==> src/shared/nvm_ctrl_pkg.sv <==
// constants, types and state carriers for the flash write and erase sequencer
package nvm_ctrl_pkg;

  localparam int unsigned CLK_PERIOD_NS       = 50;
  localparam int unsigned WORD_WRITE_TIME_US  = 41;
  localparam int unsigned PAGE_ERASE_TIME_US  = 85000;
  localparam int unsigned FULL_ERASE_TIME_US  = 85000;
  localparam int unsigned PARTIAL_UNIT_US     = 1000;
  localparam int unsigned WORD_WRITE_CYC      = (WORD_WRITE_TIME_US * 1000 + CLK_PERIOD_NS - 1) / CLK_PERIOD_NS;
  localparam int unsigned PAGE_ERASE_CYC      = (PAGE_ERASE_TIME_US * 1000 + CLK_PERIOD_NS - 1) / CLK_PERIOD_NS;
  localparam int unsigned FULL_ERASE_CYC      = (FULL_ERASE_TIME_US * 1000 + CLK_PERIOD_NS - 1) / CLK_PERIOD_NS;
  localparam int unsigned PARTIAL_UNIT_CYC    = (PARTIAL_UNIT_US * 1000 + CLK_PERIOD_NS - 1) / CLK_PERIOD_NS;

  localparam logic [31:0] FLASH_BASE          = 32'h0000_0000;
  localparam logic [31:0] FLASH_SIZE          = 32'h0003_0000;
  localparam logic [31:0] USER_AREA_BASE      = 32'h1000_1000;
  localparam logic [31:0] USER_AREA_SIZE      = 32'h0000_1000;

  typedef enum logic [1:0] {
    MODE_READ_ONLY = 2'b00,
    MODE_PROGRAM   = 2'b01,
    MODE_ERASE     = 2'b10,
    MODE_ILLEGAL   = 2'b11
  } access_mode_e;

  typedef enum logic [1:0] {
    SIZE_BYTE = 2'b00,
    SIZE_HALF = 2'b01,
    SIZE_WORD = 2'b10,
    SIZE_RSVD = 2'b11
  } store_size_e;

  typedef enum logic [2:0] {
    OP_NONE       = 3'b000,
    OP_READ       = 3'b001,
    OP_PROGRAM    = 3'b010,
    OP_ERASE_PAGE = 3'b011,
    OP_ERASE_USER = 3'b100,
    OP_ERASE_ALL  = 3'b101,
    OP_ERASE_PART = 3'b110
  } array_op_e;

  typedef enum logic [1:0] {
    ST_IDLE    = 2'b00,
    ST_PRG_RD  = 2'b01,
    ST_PRG     = 2'b10,
    ST_ERASE   = 2'b11
  } seq_state_e;

  typedef struct packed {
    logic [31:0] addr;
    logic [31:0] data;
    store_size_e size;
  } store_req_s;

  typedef struct packed {
    array_op_e   op;
    logic [31:0] addr;
    logic [31:0] wdata;
  } array_cmd_s;

endpackage : nvm_ctrl_pkg

==> src/nonvolatile_controller.sv <==
// flash program and erase sequencer with stall, fault and ready outputs
`timescale 1ns/1ns
module nonvolatile_controller #(
  parameter int unsigned PAGE_ERASE_CYCLES   = nvm_ctrl_pkg::PAGE_ERASE_CYC,
  parameter int unsigned FULL_ERASE_CYCLES   = nvm_ctrl_pkg::FULL_ERASE_CYC,
  parameter int unsigned PARTIAL_UNIT_CYCLES = nvm_ctrl_pkg::PARTIAL_UNIT_CYC
) (
  input  wire logic                      MCLK_I,
  input  wire logic                      RESET_N_I,
  input  wire nvm_ctrl_pkg::access_mode_e ACCESS_MODE_I,
  input  wire logic                      STORE_VALID_I,
  input  wire nvm_ctrl_pkg::store_req_s  STORE_REQ_I,
  output logic                           STORE_READY_O,
  input  wire logic                      FETCH_FLASH_I,
  input  wire logic                      PAGE_ERASE_TRIGGER_I,
  input  wire logic                      USER_AREA_ERASE_TRIGGER_I,
  input  wire logic                      FULL_ERASE_TRIGGER_I,
  input  wire logic                      PARTIAL_ERASE_TRIGGER_I,
  input  wire logic [31:0]               ERASE_ADDR_I,
  input  wire logic [6:0]                PARTIAL_ERASE_DURATION_I,
  input  wire logic [31:0]               ARRAY_RDATA_I,
  output nvm_ctrl_pkg::array_cmd_s       ARRAY_CMD_O,
  output logic                           BUS_STALL_O,
  output logic                           HARD_FAULT_O,
  output logic                           READY_O,
  output logic                           USER_CFG_PENDING_O,
  output logic                           PARTIAL_COMPLETE_O
);
  import nvm_ctrl_pkg::*;

  typedef struct packed {
    seq_state_e  st;
    array_cmd_s  cmd;
    logic [31:0] cnt;
    logic        fault;
    logic        cfg_pend;
    logic [31:0] part_addr;
    logic [31:0] part_acc;
  } ctl_s;

  localparam logic [31:0] WRITE_LOAD = 32'(WORD_WRITE_CYC - 1);
  localparam logic [31:0] PAGE_LOAD  = 32'(PAGE_ERASE_CYCLES - 1);
  localparam logic [31:0] FULL_LOAD  = 32'(FULL_ERASE_CYCLES - 1);
  localparam logic [31:0] PAGE_TOTAL = 32'(PAGE_ERASE_CYCLES);

  function automatic logic in_range(input logic [31:0] a, input logic [31:0] base, input logic [31:0] size);
    in_range = (a >= base) && ((a - base) < size);
  endfunction : in_range

  function automatic logic [31:0] page_of(input logic [31:0] a);
    page_of = {a[31:12], 12'h000};
  endfunction : page_of

  logic rst_sync1_r;
  logic rst_n;
  always_ff @(posedge MCLK_I or negedge RESET_N_I) begin
    if (!RESET_N_I) begin
      rst_sync1_r <= 1'b0;
      rst_n       <= 1'b0;
    end else begin
      rst_sync1_r <= 1'b1;
      rst_n       <= rst_sync1_r;
    end
  end

  ctl_s q_r;
  ctl_s q_nxt;
  logic store_target;
  logic word_ok;
  logic erase_go;
  logic [31:0] part_load;

  always_comb begin
    store_target = in_range(STORE_REQ_I.addr, FLASH_BASE, FLASH_SIZE) ||
                   in_range(STORE_REQ_I.addr, USER_AREA_BASE, USER_AREA_SIZE);
    word_ok      = (STORE_REQ_I.size == SIZE_WORD) && (STORE_REQ_I.addr[1:0] == 2'b00);
    // mode 3 selects both modes: treated as neither to keep the array safe
    erase_go     = (q_r.st == ST_IDLE) && (ACCESS_MODE_I == MODE_ERASE);
    part_load    = 32'(PARTIAL_ERASE_DURATION_I) * 32'(PARTIAL_UNIT_CYCLES);
    q_nxt        = q_r;
    q_nxt.fault  = 1'b0;
    unique case (q_r.st)
      ST_IDLE: begin
        q_nxt.cmd.op = OP_NONE;
        if (STORE_VALID_I && store_target && !word_ok) begin
          q_nxt.fault = 1'b1;
        end else if (STORE_VALID_I && store_target && ACCESS_MODE_I == MODE_PROGRAM) begin
          q_nxt.st       = ST_PRG_RD;
          q_nxt.cmd.op   = OP_READ;
          q_nxt.cmd.addr = STORE_REQ_I.addr;
          q_nxt.cmd.wdata = STORE_REQ_I.data;
          q_nxt.cfg_pend = q_r.cfg_pend | in_range(STORE_REQ_I.addr, USER_AREA_BASE, USER_AREA_SIZE);
        end else if (erase_go && FULL_ERASE_TRIGGER_I) begin
          // factory area lies outside both ranges and is never addressed
          q_nxt.st       = ST_ERASE;
          q_nxt.cmd.op   = OP_ERASE_ALL;
          q_nxt.cmd.addr = FLASH_BASE;
          q_nxt.cnt      = FULL_LOAD;
          q_nxt.cfg_pend = 1'b1;
          q_nxt.part_acc = 32'h0000_0000;
        end else if (erase_go && USER_AREA_ERASE_TRIGGER_I) begin
          q_nxt.st       = ST_ERASE;
          q_nxt.cmd.op   = OP_ERASE_USER;
          q_nxt.cmd.addr = USER_AREA_BASE;
          q_nxt.cnt      = PAGE_LOAD;
          q_nxt.cfg_pend = 1'b1;
        end else if (erase_go && PAGE_ERASE_TRIGGER_I &&
                     in_range(ERASE_ADDR_I, FLASH_BASE, FLASH_SIZE)) begin
          q_nxt.st       = ST_ERASE;
          q_nxt.cmd.op   = OP_ERASE_PAGE;
          q_nxt.cmd.addr = page_of(ERASE_ADDR_I);
          q_nxt.cnt      = PAGE_LOAD;
          if (page_of(ERASE_ADDR_I) == q_r.part_addr) begin
            q_nxt.part_acc = PAGE_TOTAL;
          end
        end else if (erase_go && PARTIAL_ERASE_TRIGGER_I && PARTIAL_ERASE_DURATION_I != 7'h00 &&
                     in_range(ERASE_ADDR_I, FLASH_BASE, FLASH_SIZE)) begin
          q_nxt.st       = ST_ERASE;
          q_nxt.cmd.op   = OP_ERASE_PART;
          q_nxt.cmd.addr = page_of(ERASE_ADDR_I);
          q_nxt.cnt      = part_load - 32'h0000_0001;
          // accumulation restarts when software moves to another page
          if (page_of(ERASE_ADDR_I) != q_r.part_addr || q_r.part_acc >= PAGE_TOTAL) begin
            q_nxt.part_acc = part_load;
          end else begin
            q_nxt.part_acc = q_r.part_acc + part_load;
          end
          q_nxt.part_addr = page_of(ERASE_ADDR_I);
        end
      end
      ST_PRG_RD: begin
        q_nxt.st        = ST_PRG;
        q_nxt.cmd.op    = OP_PROGRAM;
        q_nxt.cmd.wdata = ARRAY_RDATA_I & q_r.cmd.wdata;
        q_nxt.cnt       = WRITE_LOAD;
      end
      ST_PRG, ST_ERASE: begin
        if (q_r.cnt == 32'h0000_0000) begin
          q_nxt.st     = ST_IDLE;
          q_nxt.cmd.op = OP_NONE;
        end else begin
          q_nxt.cnt = q_r.cnt - 32'h0000_0001;
        end
      end
    endcase
  end

  always_ff @(posedge MCLK_I or negedge rst_n) begin
    if (!rst_n) begin
      q_r <= '{st: ST_IDLE, cmd: '{op: OP_NONE, addr: 32'h0000_0000, wdata: 32'h0000_0000},
               cnt: 32'h0000_0000, fault: 1'b0, cfg_pend: 1'b0,
               part_addr: 32'hFFFF_FFFF, part_acc: 32'h0000_0000};
    end else begin
      q_r <= q_nxt;
    end
  end

  // a full program blocks the whole bus; erases only hold off flash fetches
  always_comb begin
    STORE_READY_O      = (q_r.st == ST_IDLE);
    BUS_STALL_O        = (q_r.st == ST_PRG_RD) || (q_r.st == ST_PRG) ||
                         ((q_r.st == ST_ERASE) && FETCH_FLASH_I);
    READY_O            = (q_r.st == ST_IDLE);
    ARRAY_CMD_O        = q_r.cmd;
    HARD_FAULT_O       = q_r.fault;
    USER_CFG_PENDING_O = q_r.cfg_pend;
    PARTIAL_COMPLETE_O = (q_r.part_acc >= PAGE_TOTAL);
  end
endmodule : nonvolatile_controller

==> config.mk <==
export PLATFORM = sky130hd
export DESIGN_NAME = nonvolatile_controller
export DESIGN_NICKNAME = d
export VERILOG_FILES = /design/src/shared/nvm_ctrl_pkg.sv /design/src/nonvolatile_controller.sv
export SDC_FILE = /design/constraint.sdc
export NUM_CORES = 1
export LEC_CHECK = 0
export ABC_AREA = 1
export BUFFER_PORTS_ARGS = -buffer_cell sky130_fd_sc_hd__buf_4
export CORE_MARGIN = 2
export CORE_UTILIZATION = 50
export CTS_CLUSTER_DIAMETER = 150
export CTS_CLUSTER_SIZE = 10
export DETAILED_ROUTE_END_ITERATION = 8
export GPL_ROUTABILITY_DRIVEN = 1
export PLACE_DENSITY = 0.73
export SETUP_SLACK_MARGIN = 0.1
export SLEW_MARGIN = 20
export SYNTH_ARGS = -nofsm -noshare
export SYNTH_HDL_FRONTEND = slang
export SYNTH_SLANG_ARGS = --single-unit
==> constraint.sdc <==
create_clock -name MCLK_I -period 5.31 [get_ports MCLK_I]
set_input_delay 0.7965 -clock MCLK_I [delete_from_list [all_inputs] [get_ports MCLK_I]]
set_output_delay 0.7965 -clock MCLK_I [all_outputs]
set_load 0.02 [all_outputs]
# Word-level counts from Yosys, hierarchy flattened
# Cells that the tools add are included.
# Widths: inputs -> output; s select.
# word_totals
register_bits,169
inputBits,147
output_inout_bits,73
# op_classes
add_sub_neg,4
multipliers,1
n_lt_le_gt_ge,7
eq_ne,17
muxes,32
bitwise_logic,7
reduce_logical,37
# ops
op,count
$mux 32,13
$mux 64,3
$mux 37,5
$mux 101,1
$pmux 32 s3,1
$mux 66,1
$mux 65,1
$ge 32x1->1 const B,2
$lt 32x18->1 const B,2
$pmux 32 s2,1
$add 32x22->32,1
$and 32x32->32,1
$eq 32x32->1,1
$ge 32x21->1 const B,1
$ge 32x29->1 const B,1
$logic_not 32->1,1
$lt 32x13->1 const B,1
$ne 32x32->1,1
$sub 32x1->32 const B,1
$sub 32x29->32 const B,1
$sub 22x1->23 const B,1
$mul 7x10->17 const B,1
$logic_and 1x1->1,16
$pmux 5 s3,1
other kinds (23),46

# Depth between registers and ports, before layout
# Gate-level depths: netlist of the first run.
# logic_depth
ltp_word,12
depth_mapped,29

# Worst setup path before layout of the first run
# Ideal clock, no wire load.
# synth_timing
kind,input to register
startpoint,input PARTIAL_ERASE_DURATION_I[4]
endpoint,register q_r[22] (netlist bit)
setup_time_ns,0.116
t_arrival_ns,4.963
t_required_ns,5.194
slack_ns,0.230
stages,28
path_cell_list,fa_1 inv_1 fa_1 inv_1 ha_1 ha_1 ha_1 nand2_1 inv_1 a21oi_1 nand2_1 nand2_1 nand2_1 nand2_1 nand2_1 a21oi_1 inv_1 ha_1 nand2_1 nor4_1 nand4_1 nand3_1 xnor2_1 nor2_1 nand4_1 nor2_1 nand2_1 nand2_1
# synth_between
elab_chain_cells,7
elab_cells_between_ends,12
classes_between,1 x add/sub; 1 x mul; 5 x mux; 5 x reduce/logical
# synth_rtl
item,line_no,rtl
start: declaration,nonvolatile_controller.sv:20,"input wire logic [6:0] PARTIAL_ERASE_DURATION_I,"
$mul 7x10->17,nonvolatile_controller.sv:79,part_load = 32'(PARTIAL_ERASE_DURATION_I) * 32'(PARTIAL_UNIT_CYCLES);
$add 32x22->32,nonvolatile_controller.sv:126,q_nxt.part_acc = q_r.part_acc + part_load;
$mux 32,nonvolatile_controller.sv:123,if (page_of(ERASE_ADDR_I) != q_r.part_addr || q_r.part_acc >= PAGE_TOTAL) begin
$mux 64,nonvolatile_controller.sv:116,end else if (erase_go && PARTIAL_ERASE_TRIGGER_I && PARTIAL_ERASE_DURATION_I != 7'h00 &&
$mux 32,nonvolatile_controller.sv:107,end else if (erase_go && PAGE_ERASE_TRIGGER_I &&
$mux 64,nonvolatile_controller.sv:101,end else if (erase_go && USER_AREA_ERASE_TRIGGER_I) begin
$mux 32,nonvolatile_controller.sv:93,end else if (erase_go && FULL_ERASE_TRIGGER_I) begin
end signal: assignment,nonvolatile_controller.sv:150,"q_r <= '{st: ST_IDLE, cmd: '{op: OP_NONE, addr: 32'h0000_0000, wdata: 32'h0000_0000},"
end signal: assignment,nonvolatile_controller.sv:154,q_r <= q_nxt;
end: declaration,nonvolatile_controller.sv:66,ctl_s q_r;
# Parallel ways exist; a longest one is shown, timed or not. The select of a mux whose other input is x is not followed.
# A chain may end at the register's enable or synchronous reset.

# Worst setup path after layout of the first run
# Ends and elaborated chain as after synthesis.

==> impl_metrics.ini, run 1 <==
[sta]
slew_violations = 0
tightest_slew_ns = 1.03
timing.final.crit_period_ns = 4.88
setup_ws_ns = 0.435
hold_viol = 0
setup_violations = 0
clock_skew_ns = 0.0204
fin_hold_ws_ns = 0.116
slew_headroom_pct = 31.0
fmaxAchievable_ghz = 0.205
fin_crit_sh_pct = 91.8
rsz0062_at_grt = yes
setup_tns_ns = 0

[detailed_routing]
wl_per_cell_um = 14.8
viasPerCell = 5.23
drc = 0
vias = 11700
drt-total-wl_mm = 33.1
drt_iter0_drc = 934
ant_nets = 0
dr.pass1.iters = 7

[power]
power_density_nw_per_um2 = 399
p_leak_uw = 0.00788
peakVddDrop_mv = 0.290

[clock_tree]
cts_tree = built
path_clk_slew_ns = 0.08
cts_made_buffers = 17
htree_levels = 4
cts-root-buf = clkbuf_16
worstSkewPairLatency_ns = 0.44
cts_sinks = 153
cts-hold-fix-buffers = 0
cts_buffer_depth = 2

[synthesis]
yosys_warnings = 0
async_flop_share_pct = 100
yosysSeqAreaShare_pct = 31.9
syn_inst = 1758
synth-seq-cells = 153
syn-num-nets = 1980
syn_area_um2 = 12100
synth_edf_count = 0
ys_types = 53
syn_avg_cell_area_um2 = 6.88
synth_ff_type = dfrtp_1

[die]
ios = 220
die_w_um = 160
die_h_um = 160
start_util_pct = 51.2
core_um2 = 23600
placementRows = 56
dieArea_um2 = 25500

[final_layout]
area_growth_pct = 17.9
layout-drive-gt1-share_pct = 19.5
fin_nets = 2130
diodes = 0

[global_routing]
antenna_found_initial = 0
grt_usage_pct = 26.1
grt_pass1_wl_mm = 55.3
first_global_vias = 11400
grt-ovfl-total = 0
grt_max_degree = 57

[worst_setup_path]
worstPathRequired_ns = 5.69
worst_ep_arrival_time_ns = 5.25
critPathLaunchType = primary input
end_kind = flop
path_max_fanout = 6
crit_type = in -> reg

[place]
dp_hpwl_mm = 24.6
routabilityCongestion = 0.976
dpl_worst_slack_ns = -0.169
io_buffers = 207

[run_status]
status = completed

[worst_hold_path]
worstHoldPathType = in -> async

[run]
cap_violations = 0
==> report_power, final <==
group | total, uW | switching (uW) | internal (uW) | leakage (uW)
Combinational | 2860 | 1820 | 1030 | 0.00562
Clock | 1230 | 566 | 666 | 0.000281
Sequential | 1600 | 222 | 1380 | 0.00198
Total | 5690 | 2610 | 3080 | 0.00788
==> critical path, cell delays in order <==
cell	delay [ns]
buf_4	0.13
fa_1	0.53
inv_1	0.05
fa_1	0.49
inv_1	0.05
ha_1	0.29
ha_1	0.33
ha_4	0.30
nand2_1	0.10
inv_1	0.06
nand2_1	0.07
buf_4	0.14
nand3_1	0.07
nand2_1	0.06
nand2_1	0.12
inv_1	0.10
ha_1	0.36
nand2_1	0.18
buf_4	0.14
o21ai_0	0.08
a21oi_1	0.15
nand3_1	0.10
xnor2_1	0.13
nor2_1	0.08
nand4_1	0.11
nor2_1	0.13
nand2_1	0.06
nand2_1	0.05
==> path summary, 6_finish.rpt <==
kind	startpoint	end	slack, ns	cells after the start
worst max-delay path	PARTIAL_ERASE_DURATION_I[4]	q_r[22]	0.43	28
worst min-delay path	RESET_N_I	rst_n	0.12	1
worst max register to register	q_r[166]	q_r[93]	1.65	16
worst min register to register	rst_n	ARRAY_CMD_O[38]	0.35	0
max in group asynchronous	rst_n	q_r[7]	3.78	1
min in group MCLK_I	rst_sync1_r	rst_n	0.36	0
==> layout by cell type (no fill, tap or decap), types with 4 or more instances in the layout <==
cell type / count
or2_2: 10
nand3b_1: 6
nand4_1: 26
inv_1: 180
nor2_4: 5
a21oi_2: 4
dfstp_2: 21
o21ai_0: 67
nor2_2: 6
xor2_1: 21
nor3_1: 16
nor4_1: 9
ha_1: 63
o2111ai_1: 5
nand2_2: 8
a21o_1: 5
nand3_1: 192
a21oi_1: 42
inv_6: 5
o211ai_1: 4
clkbuf_16: 17
dfrtp_1: 131
xnor2_1: 22
o21ai_1: 20
buf_4: 256
nor2_1: 167
fa_1: 9
inv_2: 7
nand2_1: 546
==> state kept, by name, indices dropped and copies added (netlist names) <==
name and count:
HARD_FAULT_O 1, rst_n 1, ARRAY_CMD_O 67, rst_sync1_r 1
q_r 82, USER_CFG_PENDING_O 1
==> stage by stage <==
stage / area, um2 / total power (uW) / std cells / util [%]
floorplan: 12100 / 3670 / 1758 / -
global placement: 13600 / 4340 / 2207 / 57.6
detailed placement: 13600 / 4400 / 2207 / 57.6
CTS: 14200 / 5660 / 2239 / 60.0
global route: 14300 / 6140 / 2240 / 60.4
finish: 14300 / 5690 / 2240 / 60.4
==> cell usage after synthesis, types with 10 or more instances <==
cell type | n | area [um2]
nand2_1 | 547 | 2050
nand3_1 | 192 | 961
inv_1 | 181 | 679
nor2_1 | 167 | 627
dfrtp_1 | 132 | 3300
buf_4 | 77 | 578
o21ai_0 | 69 | 345
ha_1 | 66 | 826
a21oi_1 | 46 | 230
nand4_1 | 26 | 163
xnor2_1 | 22 | 193
dfstp_2 | 21 | 552
xor2_1 | 21 | 184
clkbuf_1 | 20 | 75.1
o21ai_1 | 18 | 90.1
buf_2 | 16 | 80.1
nor3_1 | 16 | 80.1
nor4_1 | 10 | 62.6
or2_2 | 10 | 62.6
==> per-layer routing <==
layer	vias up	global-route usage, %	part of all wire [%]
li1	5857	-	-
met1	5401	33.9	44
met2	383	43.8	47
met3	63	5.42	6.4
met4	0	8.22	2.4
met5	-	0	0
==> kinds of logic after synthesis <==
| family | Yosys count | share of synthesized area, % |
|---|---|---|
| AND/OR/NAND/NOR | 1009 | 36.5 |
| buffers and inverters | 316 | 12.7 |
| AO/OA/AOI/OAI | 161 | 7.44 |
| flip-flops | 153 | 31.9 |
| adder cells (fa/ha/maj) | 75 | 8.32 |
| XOR/XNOR | 43 | 3.11 |
| other | 1 | 0.0310 |
==> final cells by class <==
class / count / area (um2)
clock buffer: 18 / 429
clock inverter: 14 / 153
fill: 2183 / 9360
inverter: 191 / 719
multi-input combinational: 1289 / 6780
sequential: 153 / 3860
tap: 319 / 399
timing repair buffer: 256 / 1920
==> what timing repair did <==
item                                    4_1_cts  5_1_grt
endpoints found under the setup margin        0        5
hold endpoints to repair                      0        0
gates resized for setup                       0       13
setup buffers                                 0        1
(Power assumes the default switching activity.)
==> inputs of run 2 (changes only) <==
--- a/config.mk
+++ b/config.mk
@@ -13,7 +13,7 @@
 export CTS_CLUSTER_SIZE = 10
 export DETAILED_ROUTE_END_ITERATION = 8
 export GPL_ROUTABILITY_DRIVEN = 1
-export PLACE_DENSITY = 0.73
+export PLACE_DENSITY_LB_ADDON = 0.3
 export SETUP_SLACK_MARGIN = 0.1
 export SLEW_MARGIN = 20
 export SYNTH_ARGS = -nofsm -noshare
==> run 2 against run 1 <==
Net effect: clock skew shrank 0.0039 ns; final area shrank 0.22%; critical path depth is 1 higher; core utilization fell by 0.13 points; largest power group unchanged.
==> impl_metrics.ini, run 2 (synthesis results as in run 1) <==
[run_status]
status = completed

[power]
power_density_nw_per_um2 = 397
power.total_uw = 5650
p_leak_uw = 0.00787
peakVddDrop_mv = 0.231

[die]
ios = 220
core_um2 = 23600
die_w_um = 160
placementRows = 56
die_h_um = 160
dieArea_um2 = 25500
start_util_pct = 51.2

[detailed_routing]
dr_wl_met2_mm = 15.3
routed.top_layer = met4
vias = 11700
dr.pass1.iters = 5
drt_iter0_drc = 861
drt-total-wl_mm = 32.5
met3_length_mm = 1.94
ant_nets = 0
drc = 0
wl_per_cell_um = 14.5
drt-met1-wl_mm = 14.5
viasPerCell = 5.22

[worst_setup_path]
path_common_cell = nand2_1
end_kind = flop
crit_slowest_cell = fa_1
cpPeakStageDelay_ns = 0.53
worstPathRequired_ns = 5.68
path_max_fanout = 4
critPathLaunchType = primary input
worst_ep_arrival_time_ns = 5.31
crit_type = in -> reg

[global_routing]
grt-ovfl-total = 0
first_global_vias = 11000
grt_pass1_wl_mm = 54.4
antenna_found_initial = 0
grt_usage_pct = 25.6
grt_max_degree = 58

[sta]
timing.final.crit_period_ns = 4.94
tightest_slew_ns = 1.10
fin_hold_ws_ns = 0.126
fmaxAchievable_ghz = 0.203
slew_headroom_pct = 26.8
rsz0062_at_grt = yes
setup_violations = 0
fin_crit_sh_pct = 93.0
slew_violations = 0
clock_skew_ns = 0.0164
hold_viol = 0

[clock_tree]
cts-hold-fix-buffers = 0
cts_tree = built
worstSkewPairLatency_ns = 0.44
cts_buffer_depth = 2
path_clk_slew_ns = 0.07
htree_levels = 4
cts_made_buffers = 17
cts_sinks = 153
cts-root-buf = clkbuf_16

[final_layout]
layout-drive-gt1-share_pct = 19.3
area_growth_pct = 17.6
largest_reg_flops = 82
top_register = q_r
fin_nets = 2132
final_cell_mix = nand2_1 (547), buf_4 (258), nand3_1 (192)
layout_commonest_cell = nand2_1
instances_no_fill = 2242
diodes = 0

[run]
cap_violations = 0

[place]
routabilityCongestion = 0.920
io_buffers = 207
dp_hpwl_mm = 24.3
dpl.cell_count = 2210

[worst_hold_path]
worstHoldPathType = in -> async
## run 2: area by class of cell
type | count | area (um2)
clock buffers | 18 | 429
clock inverters | 14 | 135
fillers | 2184 | 9390
inverters | 191 | 719
multi-input cells | 1289 | 6750
flip-flops and latches | 153 | 3860
well taps | 319 | 399
repair buffers | 258 | 1940
## run 2: stage by stage
| step | utilization [%] | setup TNS (ns) | instance area (um2) | worst slack, ns |
|---|---|---|---|---|
| floorplan | - | 0 | 12100 | 0.230 |
| CTS | 60.1 | 0 | 14200 | 0.297 |
| global placement | 57.7 | -0.0901 | 13600 | -0.0901 |
| global route | 60.2 | 0 | 14200 | 0.0414 |
| detailed placement | 57.7 | -0.141 | 13600 | -0.141 |
| finish | 60.2 | 0 | 14200 | 0.373 |
## run 2: worst paths after layout
path / endpoint / slack, ns / depth (start not counted) / from
max: q_r[22] / 0.37 / 29 / PARTIAL_ERASE_DURATION_I[4]
min reg2reg: rst_n / 0.35 / 0 / rst_sync1_r
min in group MCLK_I: rst_n / 0.35 / 0 / rst_sync1_r
max reg2reg: q_r[88] / 1.52 / 16 / q_r[166]
max in group asynchronous: ARRAY_CMD_O[42] / 3.72 / 1 / rst_n
min: rst_n / 0.13 / 1 / RESET_N_I
## run 2: power by group
part / switching, uW / leakage [uW] / internal, uW
registers: 220 / 0.00198 / 1380
logic: 1840 / 0.00562 / 1040
clock network: 558 / 0.000267 / 618
## run 2: what timing repair did
item / 4_1_cts / 5_1_grt
resized for setup: 0 / 7
endpoints found under the setup margin: 0 / 2
setup buffers: 0 / 0
## run 2: worst max-delay path, delay by kind of cell
family                   cells  cell delay, ns
AND/OR/NAND/NOR             15            1.57
adder cells (fa/ha/maj)      6            2.20
buffers and inverters        5            0.37
AO/OA/AOI/OAI                2            0.29
XOR/XNOR                     1            0.07
## run 2: metal layers
| layer | vias up | track usage [%] |
|---|---|---|
| met4 | 0 | 7.64 |
| li1 | 5880 | - |
| met2 | 367 | 42.4 |
| met3 | 62 | 4.64 |
| met1 | 5396 | 34.2 |
| met5 | - | 0 |
